`src/pkg/pm_i2c_pkg.sv`:
```
/*
 * constants of the two-wire command/status port and its register bank.
 * assumes one clock domain for all users.
 */
package pm_i2c_pkg;

   // -------------------------------------------------------------------
   // slave address
   // -------------------------------------------------------------------
   localparam logic [6:0] SLAVE_ADDR  = 7'h09;   // write form 0x12, read form 0x13

   // -------------------------------------------------------------------
   // sub-address map
   // -------------------------------------------------------------------
   localparam logic [7:0] SUB_CMD0    = 8'h00;   // command register 0
   localparam logic [7:0] SUB_CMD1    = 8'h01;   // command register 1
   localparam logic [7:0] SUB_CMD2    = 8'h02;   // command register 2
   localparam logic [7:0] SUB_STAT0   = 8'h03;   // status register 0
   localparam logic [7:0] SUB_STAT1   = 8'h04;   // status register 1
   localparam logic [7:0] SUB_STAT2   = 8'h05;   // status register 2
   localparam logic [7:0] SUB_MASK    = 8'h06;   // interrupt mask, write clears irq

   // -------------------------------------------------------------------
   // reset values and fields
   // -------------------------------------------------------------------
   localparam logic [7:0] CMD_RST     = 8'h00;   // every command register
   localparam logic [7:0] PTR_RST     = 8'h00;   // sub-address pointer
   localparam logic [7:0] UNMAPPED_RD = 8'h00;   // read of an unmapped location
   localparam int         ILIM_LSB    = 0;       // current limit field position
   localparam int         ILIM_W      = 5;       // current limit field width
   localparam logic [4:0] ILIM_MIN    = 5'h00;   // minimum-current code
   localparam logic [4:0] ILIM_EXT    = 5'h1F;   // external_program_limit_mode code
   localparam logic [1:0] IDX_USB     = 2'h0;    // entry with usb_input_current_limit
   localparam logic [1:0] IDX_ADAPTER = 2'h1;    // entry with adapter_input_current_limit
   localparam int         MASK_LSB    = 2;       // mask bits sit in [7:2]

   // -------------------------------------------------------------------
   // port state machine
   // -------------------------------------------------------------------
   typedef enum logic [2:0] {
      ST_IDLE,   // not addressed, sda released
      ST_ADDR,   // shifting the address byte
      ST_WACK,   // driving ack of a received byte
      ST_WR,     // shifting a pointer or data byte
      ST_RACK,   // driving ack of the read address
      ST_RD,     // shifting the single read byte out
      ST_IGN     // released until the next start or stop
   } port_state_t;

endpackage

```
`src/verilog/i2c_pending_register_access.sv`:
```
/*
 * two-wire slave port with a persistent pointer, pending command bytes applied
 * on stop, one-byte reads and interrupt-frozen status snapshots.
 * assumes scl and sda come from pins (synchronised here), while status, event,
 * power-loss and default-select inputs come from logic on clk.
 */
`timescale 1ns/1ps
`default_nettype none

// Contract
// - ack own write and read addresses, ignore others
// - pointer loads at its ack
// - data ack stores into pending holding
// - bytes alternate pointer then data
// - repeated start keeps pending, applies nothing
// - stop copies pending into command registers
// - seven readable registers: three status, four command
// - read returns register chosen by pointer
// - eight bits driven after read ack
// - further clocks read all ones
// - no ack of read data bytes
// - pointer persists across transactions
// - modified command reads return pending value
// - power loss resets both current limits
// - status snapshot at read address ack
// - unmasked event asserts irq, latches status
// - frozen reads until clear, then live
// - address 0x12 write, 0x13 read
// - eight bits msb first plus ack
// - never hold scl low
// - mask location write clears interrupt
module i2c_pending_register_access (
   input  wire logic       clk,          // system clock, 25 MHz
   input  wire logic       rst,          // synchronous reset, active high
   input  wire logic       ce,           // clock enable, freezes all state
   input  wire logic       scl_in,       // scl pin level
   input  wire logic       sda_in,       // sda pin level
   output logic            sda_out,      // sda drive value, always low
   output logic            sda_oe,       // high while pulling sda low
   output logic            scl_out,      // scl drive value, always low
   output logic            scl_oe,       // scl drive enable, never high
   input  wire logic       bus_logic_supply_ok, // bus supply above lockout
   input  wire logic [7:0] status0,      // live status byte 0
   input  wire logic [7:0] status1,      // live status byte 1
   input  wire logic [7:0] status2,      // live status byte 2
   input  wire logic [5:0] irq_events,   // event categories, one-cycle pulses
   input  wire logic       pwr_loss,     // input power removed pulse
   input  wire logic       alt_default,  // alternate default limit select
   output logic [7:0]      cmd0,         // active command register 0
   output logic [7:0]      cmd1,         // active command register 1
   output logic [7:0]      cmd2,         // active command register 2
   output logic [7:0]      irq_mask,     // active interrupt mask register
   output logic            irq_n         // interrupt request, active low
);

   // -------------------------------------------------------------------
   // pin synchronisers and edge detection
   // -------------------------------------------------------------------
   logic [1:0] scl_sync;   // scl two-flop chain
   logic [1:0] sda_sync;   // sda two-flop chain
   logic [1:0] sup_sync;   // supply-ok two-flop chain
   logic       scl_d;      // scl one sample later
   logic       sda_d;      // sda one sample later

   // the first flop of each chain feeds only the second
   always_ff @(posedge clk) begin
      if (rst) begin
         scl_sync <= 2'h3;
         sda_sync <= 2'h3;
         sup_sync <= 2'h0;
         scl_d    <= 1'b1;
         sda_d    <= 1'b1;
      end else if (ce) begin
         scl_sync <= {scl_sync[0], scl_in};
         sda_sync <= {sda_sync[0], sda_in};
         sup_sync <= {sup_sync[0], bus_logic_supply_ok};
         scl_d    <= scl_sync[1];
         sda_d    <= sda_sync[1];
      end
   end

   wire scl_s     = scl_sync[1];               // synchronised scl
   wire sda_s     = sda_sync[1];               // synchronised sda
   wire scl_rise  = scl_s && !scl_d;           // sample point
   wire scl_fall  = !scl_s && scl_d;           // drive change point
   wire start_det = scl_s && scl_d && sda_d && !sda_s;
   wire stop_det  = scl_s && scl_d && !sda_d && sda_s;
   // low bus supply clears the port and the configuration
   wire clr       = rst || !sup_sync[1];

   // -------------------------------------------------------------------
   // port state
   // -------------------------------------------------------------------
   pm_i2c_pkg::port_state_t state;       // port state machine
   pm_i2c_pkg::port_state_t next_state;  // its next value
   logic [3:0] bit_cnt;    // bits sampled in the current byte
   logic [7:0] shift;      // received byte, msb first
   logic [7:0] tx;         // byte being sent
   logic [7:0] ptr;        // sub-address pointer
   logic       want_ptr;   // next written byte is a pointer
   logic       irq_pend;   // interrupt pending
   logic [7:0] frz [3];    // frozen status bytes
   logic [7:0] bank_rd;    // registered command read-back

   // -------------------------------------------------------------------
   // decodes
   // -------------------------------------------------------------------
   wire byte_end  = scl_fall && (bit_cnt == 4'h8);
   wire addr_hit  = (shift[7:1] == pm_i2c_pkg::SLAVE_ADDR);
   wire rd_bit    = shift[0];
   wire ptr_cmd   = (ptr <= pm_i2c_pkg::SUB_CMD2) || (ptr == pm_i2c_pkg::SUB_MASK);
   wire ptr_stat  = (ptr >= pm_i2c_pkg::SUB_STAT0) && (ptr <= pm_i2c_pkg::SUB_STAT2);
   wire [1:0] ptr_idx  = (ptr == pm_i2c_pkg::SUB_MASK) ? 2'h3 : ptr[1:0];
   wire [1:0] stat_idx = 2'(ptr - pm_i2c_pkg::SUB_STAT0);
   wire data_ack  = (state == pm_i2c_pkg::ST_WR) && byte_end && !want_ptr;
   // a data byte aimed at a status location is acked and dropped
   wire bank_wr   = data_ack && ptr_cmd;
   wire irq_clr   = data_ack && (ptr == pm_i2c_pkg::SUB_MASK);
   wire irq_set   = |(irq_events & irq_mask[7:pm_i2c_pkg::MASK_LSB]);
   wire [7:0] live_stat = (stat_idx == 2'h0) ? status0 :
                          (stat_idx == 2'h1) ? status1 : status2;
   wire [7:0] frz_stat  = frz[stat_idx];
   // status reads use the frozen copy while an interrupt is pending
   wire [7:0] stat_val  = irq_pend ? frz_stat : live_stat;
   wire [7:0] rd_sel    = ptr_stat ? stat_val :
                          ptr_cmd  ? bank_rd  : pm_i2c_pkg::UNMAPPED_RD;

   // -------------------------------------------------------------------
   // next-state decode
   // -------------------------------------------------------------------
   always_comb begin
      next_state = state;
      if (start_det) begin
         next_state = pm_i2c_pkg::ST_ADDR;
      end else if (stop_det) begin
         next_state = pm_i2c_pkg::ST_IDLE;
      end else if (scl_fall) begin
         case (state)
            pm_i2c_pkg::ST_ADDR: begin
               if (byte_end) begin
                  // foreign addresses leave the bus alone
                  if (!addr_hit) next_state = pm_i2c_pkg::ST_IDLE;
                  else if (rd_bit) next_state = pm_i2c_pkg::ST_RACK;
                  else next_state = pm_i2c_pkg::ST_WACK;
               end
            end
            pm_i2c_pkg::ST_WACK: next_state = pm_i2c_pkg::ST_WR;
            pm_i2c_pkg::ST_WR: begin
               if (byte_end) next_state = pm_i2c_pkg::ST_WACK;
            end
            pm_i2c_pkg::ST_RACK: next_state = pm_i2c_pkg::ST_RD;
            pm_i2c_pkg::ST_RD: begin
               if (byte_end) next_state = pm_i2c_pkg::ST_IGN;
            end
            pm_i2c_pkg::ST_IDLE: next_state = pm_i2c_pkg::ST_IDLE;
            pm_i2c_pkg::ST_IGN:  next_state = pm_i2c_pkg::ST_IGN;
            default: next_state = pm_i2c_pkg::ST_IDLE;
         endcase
      end
   end

   // -------------------------------------------------------------------
   // state, bit counter and receive shifter
   // -------------------------------------------------------------------
   always_ff @(posedge clk) begin
      if (clr) begin
         state   <= pm_i2c_pkg::ST_IDLE;
         bit_cnt <= 4'h0;
         shift   <= 8'h00;
      end else if (ce) begin
         state <= next_state;
         if (start_det || (scl_fall && (next_state != state))) begin
            bit_cnt <= 4'h0;
         end else if (scl_rise && (bit_cnt != 4'h8)) begin
            bit_cnt <= bit_cnt + 4'h1;
            shift   <= {shift[6:0], sda_s};
         end
      end
   end

   // -------------------------------------------------------------------
   // pointer and pointer/data alternation
   // -------------------------------------------------------------------
   // the pointer is never cleared by a transaction, only by reset or lockout
   always_ff @(posedge clk) begin
      if (clr) begin
         ptr      <= pm_i2c_pkg::PTR_RST;
         want_ptr <= 1'b1;
      end else if (ce) begin
         if ((state == pm_i2c_pkg::ST_ADDR) && byte_end) begin
            want_ptr <= 1'b1;
         end else if ((state == pm_i2c_pkg::ST_WR) && byte_end) begin
            want_ptr <= !want_ptr;
            if (want_ptr) ptr <= shift;
         end
      end
   end

   // -------------------------------------------------------------------
   // sda drive: acks and the single read byte
   // -------------------------------------------------------------------
   // drive changes only just after scl falls, so a start or stop is never faked
   always_ff @(posedge clk) begin
      if (clr) begin
         sda_oe <= 1'b0;
         tx     <= 8'hFF;
      end else if (ce) begin
         if (start_det || stop_det) begin
            sda_oe <= 1'b0;
         end else if (scl_fall) begin
            case (state)
               pm_i2c_pkg::ST_ADDR: begin
                  sda_oe <= byte_end && addr_hit;
                  if (byte_end && addr_hit && rd_bit) tx <= rd_sel;
               end
               pm_i2c_pkg::ST_WR: sda_oe <= byte_end;
               pm_i2c_pkg::ST_RACK: begin
                  sda_oe <= !tx[7];
                  tx     <= {tx[6:0], 1'b1};
               end
               pm_i2c_pkg::ST_RD: begin
                  // after eight bits the line is released for good
                  sda_oe <= !byte_end && !tx[7];
                  tx     <= {tx[6:0], 1'b1};
               end
               default: sda_oe <= 1'b0;
            endcase
         end
      end
   end

   // -------------------------------------------------------------------
   // interrupt and status freeze
   // -------------------------------------------------------------------
   // an event in the clearing cycle wins, so no event is lost
   always_ff @(posedge clk) begin
      if (clr) begin
         irq_pend <= 1'b0;
         irq_n    <= 1'b1;
      end else if (ce) begin
         if (irq_set) begin
            irq_pend <= 1'b1;
            irq_n    <= 1'b0;
         end else if (irq_clr) begin
            irq_pend <= 1'b0;
            irq_n    <= 1'b1;
         end
      end
   end

   // each frozen byte latches on a new event only, holding the first cause
   genvar g;
   generate
      for (g = 0; g < 3; g = g + 1) begin : g_frz
         wire [7:0] live = (g == 0) ? status0 : (g == 1) ? status1 : status2;
         always_ff @(posedge clk) begin
            if (clr) begin
               frz[g] <= 8'h00;
            end else if (ce && irq_set && (!irq_pend || irq_clr)) begin
               frz[g] <= live;
            end
         end
      end
   endgenerate

   // -------------------------------------------------------------------
   // command registers
   // -------------------------------------------------------------------
   cmd_bank u_bank (
      .clk         (clk),
      .clr         (clr),
      .ce          (ce),
      .wr_en       (bank_wr),
      .wr_idx      (ptr_idx),
      .wr_data     (shift),
      .commit      (stop_det),
      .pwr_loss    (pwr_loss),
      .alt_default (alt_default),
      .rd_idx      (ptr_idx),
      .rd_data     (bank_rd),
      .act0        (cmd0),
      .act1        (cmd1),
      .act2        (cmd2),
      .act3        (irq_mask)
   );

   // -------------------------------------------------------------------
   // constant pin drives
   // -------------------------------------------------------------------
   // scl is never driven: no stretching in any state
   always_ff @(posedge clk) begin
      if (rst) begin
         sda_out <= 1'b0;
         scl_out <= 1'b0;
         scl_oe  <= 1'b0;
      end else if (ce) begin
         sda_out <= 1'b0;
         scl_out <= 1'b0;
         scl_oe  <= 1'b0;
      end
   end

endmodule // i2c_pending_register_access

`default_nettype wire

```
`src/verilog/cmd_bank.sv`:
```
/*
 * four command registers, each with a pending copy and a modified flag.
 * assumes writes, commits and power loss come from logic on the same clock.
 */
`timescale 1ns/1ps
`default_nettype none

module cmd_bank (
   input  wire logic       clk,          // system clock
   input  wire logic       clr,          // synchronous clear, active high
   input  wire logic       ce,           // clock enable
   input  wire logic       wr_en,        // store a pending byte
   input  wire logic [1:0] wr_idx,       // entry for the pending byte
   input  wire logic [7:0] wr_data,      // pending byte
   input  wire logic       commit,       // stop seen: apply pending bytes
   input  wire logic       pwr_loss,     // input power removed pulse
   input  wire logic       alt_default,  // select the all-ones limit code
   input  wire logic [1:0] rd_idx,       // entry to read back
   output logic      [7:0] rd_data,      // registered read-back byte
   output logic      [7:0] act0,         // active command register 0
   output logic      [7:0] act1,         // active command register 1
   output logic      [7:0] act2,         // active command register 2
   output logic      [7:0] act3          // active command register 3
);

   logic [7:0] act  [4];   // active values
   logic [7:0] pend [4];   // pending values
   logic [3:0] dirty;      // pending written since the last commit
   wire  [4:0] ilim_dflt = alt_default ? pm_i2c_pkg::ILIM_EXT : pm_i2c_pkg::ILIM_MIN;

   // -------------------------------------------------------------------
   // one entry per command register
   // -------------------------------------------------------------------
   genvar g;
   generate
      for (g = 0; g < 4; g = g + 1) begin : g_ent
         wire hit      = wr_en && (wr_idx == 2'(g));
         wire has_ilim = (2'(g) == pm_i2c_pkg::IDX_USB) || (2'(g) == pm_i2c_pkg::IDX_ADAPTER);
         // pending copy and flag; a write in the commit cycle stays pending
         always_ff @(posedge clk) begin
            if (clr) begin
               pend[g]  <= pm_i2c_pkg::CMD_RST;
               dirty[g] <= 1'b0;
            end else if (ce) begin
               if (hit) begin
                  pend[g]  <= wr_data;
                  dirty[g] <= 1'b1;
               end else if (commit) begin
                  dirty[g] <= 1'b0;
               end
            end
         end
         // active copy: commit applies, power loss overrides the limit field
         always_ff @(posedge clk) begin
            if (clr) begin
               act[g] <= pm_i2c_pkg::CMD_RST;
            end else if (ce) begin
               if (commit && dirty[g] && !hit) begin
                  act[g] <= pend[g];
               end
               if (pwr_loss && has_ilim) begin
                  act[g][pm_i2c_pkg::ILIM_LSB +: pm_i2c_pkg::ILIM_W] <= ilim_dflt;
               end
            end
         end
      end
   endgenerate

   // -------------------------------------------------------------------
   // read port: modified entries show their pending byte
   // -------------------------------------------------------------------
   always_ff @(posedge clk) begin
      if (clr) begin
         rd_data <= pm_i2c_pkg::CMD_RST;
      end else if (ce) begin
         rd_data <= dirty[rd_idx] ? pend[rd_idx] : act[rd_idx];
      end
   end

   assign act0 = act[0];
   assign act1 = act[1];
   assign act2 = act[2];
   assign act3 = act[3];

endmodule // cmd_bank

`default_nettype wire

```
`config.mk`:
```
export PLATFORM = sky130hd
export DESIGN_NAME = i2c_pending_register_access
export DESIGN_NICKNAME = d
export VERILOG_FILES = /design/src/pkg/pm_i2c_pkg.sv /design/src/verilog/i2c_pending_register_access.sv /design/src/verilog/cmd_bank.sv
export SDC_FILE = /design/constraint.sdc
export NUM_CORES = 1
export LEC_CHECK = 0
export ABC_AREA = 1
export BUFFER_PORTS_ARGS = -buffer_cell sky130_fd_sc_hd__buf_4
export CAP_MARGIN = 25
export CORE_MARGIN = 2
export CORE_UTILIZATION = 50
export CTS_CLUSTER_SIZE = 40
export DETAILED_ROUTE_END_ITERATION = 10
export PLACE_DENSITY = 0.66
export SLEW_MARGIN = 20
export SYNTH_ARGS = -nofsm -noshare
export SYNTH_HDL_FRONTEND = slang
export SYNTH_HIERARCHICAL = 1
export SYNTH_SLANG_ARGS = --single-unit
export TNS_END_PERCENT = 1
```
`constraint.sdc`:
```
create_clock -name clk -period 2.9 [get_ports clk]
set_input_delay 0.29 -clock clk [delete_from_list [all_inputs] [get_ports clk]]
set_output_delay 0.29 -clock clk [all_outputs]
set_load 0.01 [all_outputs]
```
==> impl_results.md <==
* GPL Wtd Cong at ~0.9
* Worst path required time at 3.01 ns
* WP depth at 10
* Worst stage delay on the critical path at between 0.3 and 0.4 ns
* Filler Cell Count at 1369
* Hold slack at 0.0756 ns
* Fin. max-slew vios at 0
* Sink Count at 143
* Synth unique cells at 39
* Sequential area share after synthesis at 50.8%
* Critical path's slowest cell: dfxtp_1
* Switching power at 0.986 mW
* CP Class: register to register
* Placed cells at 1146
* DRC errors left at 0
* Post-synth EDFFs at 88
* Die Width at 125 um
* ANT cells at 0
* Fin crit share at a little under nine tenths
* Via density at 5.20
* Layout Cells excl Fill at 1178
* Placed cell area at 8050 um^2
* Cell row count at 44
* Clock Skew at between 0.007 and 0.008 ns
* Hold buffer count at cts at 0
* Root buffer cell: clkbuf_16
* IO Pins at 75
* DR WL met3 at 971 um
* DIE HEIGHT at 125 um
* Clock-pin transition on the worst setup and hold timing paths at 0.06 ns
* Pleak at 3.70 nW
* Setup Buffers After CTS at 0
* Congestion Overflow GR at 0
* Clock Latency Late Sink at 0.43 ns
* Worst Hold Class: input port to register
* Part of the power in the clock network at 44.9%
* Resized Gates After CTS at 0
* Initial antenna violation count at 0
* Worst relative slew slack at between 50 and 60%
* Cell-internal power at 3.60 mW
* RSZ-0062 raised after global routing: no
* Crit end category: register
* Pin count of the biggest net entering global routing at 35
* Most common cell after layout, fill and taps aside: nand2_1
* Worst slew pin tran at 0.630 ns
* Via count at between 6000 and 7000
* Max Fclk at 405 MHz
* Sequential Power Share at around 49%
* Total GRT Usage at 22.7%
* CTS tree: yes
* Startpoint Class: register
* Post-DP HPWL at 12600 um
* Peak VDD IR at 0.394 mV
* Clock Path Buffers at 2
* Routed wire length at 17400 um
* Final nets at 1027
* Setup-failing EPs final at 0
* Wire length per cell at 14.8 um
* Post-route cell area at 8600 um^2
* Worst-path cell chain: inv_1 > ha_1 > nand3_1 > nor2_4 > nand4_2 > nor3_1 > buf_4 > nand3_1 > nand3_1 > nand3_1
* Average size of a mapped cell at 8.11 um^2
* Combinational power share at under 10%
* Commonest cells after routing, fill and taps aside: nand2_1 (243), nor2_1 (123), inv_1 (96)
* Worst Path Buf+Inv at 2
* Post-route setup TNS at 0 ns
* CP arrival at 2.57 ns
* Die ar. at 15700 um^2
* H-tree Lvls at 4
* Post-Synthesis Cells at 908
* Wire length of the first global-routing pass at around 28000 um
* Top cell by count, worst path: nand3_1
* Vias in the first global route at 5635
* Cell depth of the worst hold path at 3
* CTS buffer count at 17
* Synth warnings at 6
* Pwr dens at 533 nW/um^2
* Initial drt markers at 597
* Area growth syn-to-layout at 16.8%
* Top Metal Used: met4
* Met2 wire len at approximately 8000 um
* Port bufs at 71
* Hold Violations, Final at 0
* Mapped cell area at 7370 um^2
* Switching Fraction at 21.5%
* Max capacitance violation total at 0
* Share of layout cells above drive strength 1 at 17.2%
* Family with the most delay on the worst path: simple AND/OR/NAND/NOR gates
* Antenna Nets Post-Route at 0
* M1 WL at 8110 um
* Initial Utilization at 50.9%
* First-pass DRT Iterations at 5
* Total power draw at 4.58 mW
* Tmin final at 2.47 ns
* Core Region at between 10000 and 15000 um^2
* Synth Flop Type: edfxtp_1
* Critical-path maximum fanout at 5
* Outcome: completed
* Flops & latches, synth at 143
* FFs w/ async S/R, synth at 0%
* Reg2Reg Depth at 10
==> path summary, 6_finish.rpt <==
check,slack [ns],endpoint,from
worst max-delay path,0.43,u_bank/act[1][3]$_DFFE_PP_,bit_cnt[0]$_SDFFE_PP0P_
worst min register to register,0.46,sda_sync[0]$_SDFFE_PP1P_,sda_sync[0]$_SDFFE_PP1P_
worst max register to register,0.43,u_bank/act[1][3]$_DFFE_PP_,bit_cnt[0]$_SDFFE_PP0P_
worst min-delay path,0.08,scl_sync[0]$_SDFFE_PP1P_,scl_in
==> power groups by stage <==
stage,logic [mW],registers (mW),clock network (mW)
final,0.278,2.25,2.06
after detailed placement,0.278,2.29,0
after global placement,0.278,2.29,0
after global routing,0.309,2.25,2.19
after floorplan,0.153,2.29,0
after CTS,0.279,2.25,2.09
==> sequential cells by signal, indices dropped and copies added (netlist names), 2 cells and up <==
signal          cells
u_bank/act         32
u_bank/pend        32
frz                24
ptr                 8
shift               8
tx                  8
u_bank/rd_data      8
bit_cnt             4
u_bank/dirty        4
state               3
scl_sync            2
sda_sync            2
sup_sync            2
==> worst register-to-register path, stage by stage, from the launching register on <==
cell and delay [ns]:
dfxtp_1 0.31, inv_1 0.11, ha_1 0.18, nand3_1 0.17, nor2_4 0.19, nand4_2 0.16, nor3_1 0.28, buf_4 0.18
nand3_1 0.12, nand3_1 0.22, nand3_1 0.24
==> metal layers <==
| metal | global-route usage (%) | vias up |
|---|---|---|
| li1 | - | 3119 |
| met1 | 32.1 | 2831 |
| met2 | 34.6 | 153 |
| met3 | 4.96 | 28 |
| met4 | 8.56 | 0 |
| met5 | 0 | - |
==> logic make-up (layout without fill, tap and decap cells) <==
kind of cell	after synthesis	after routing	synth area share, %
xor+xnor	1	1	0.119
compound gates	145	145	12.5
simple gates	465	465	26.8
buf+inv	146	230	8.61
other cells	1	3	0.0509
flops	143	143	50.8
fa+ha+maj	7	7	1.19
==> layout make-up <==
| type | count | area [um^2] | area share (%) |
|---|---|---|---|
| multi-input combinational | 621 | 3000 | 34.8 |
| tap | 184 | 230 | 2.68 |
| sequential | 143 | 3740 | 43.5 |
| inverter | 110 | 418 | 4.86 |
| clock inverter | 8 | 92.6 | 1.08 |
| clock buffer | 23 | 458 | 5.32 |
| timing repair buffer | 89 | 666 | 7.74 |
==> Yosys cell counts (8+ instances only) <==
master	instances	area, um^2
nand2_1	243	912
a21oi_1	50	250
nor2_1	123	462
edfxtp_1	88	2640
nand3_1	65	325
a21oi_2	13	114
dfxtp_1	55	1100
inv_2	11	41.3
buf_2	8	40.0
a211oi_2	8	100
inv_1	96	360
a211oi_1	11	82.6
o21ai_0	46	230
clkbuf_1	15	56.3
==> per-stage QoR <==
| step | utilization (%) | setup WS (ns) |
|---|---|---|
| global placement | 55.6 | 0.457 |
| detailed placement | 55.6 | 0.425 |
| global route | 59.4 | 0.227 |
| floorplan | - | 0.183 |
| CTS | 59.4 | 0.405 |
| finish | 59.4 | 0.434 |
No activity file was read; power rests on OpenSTA's default activity.
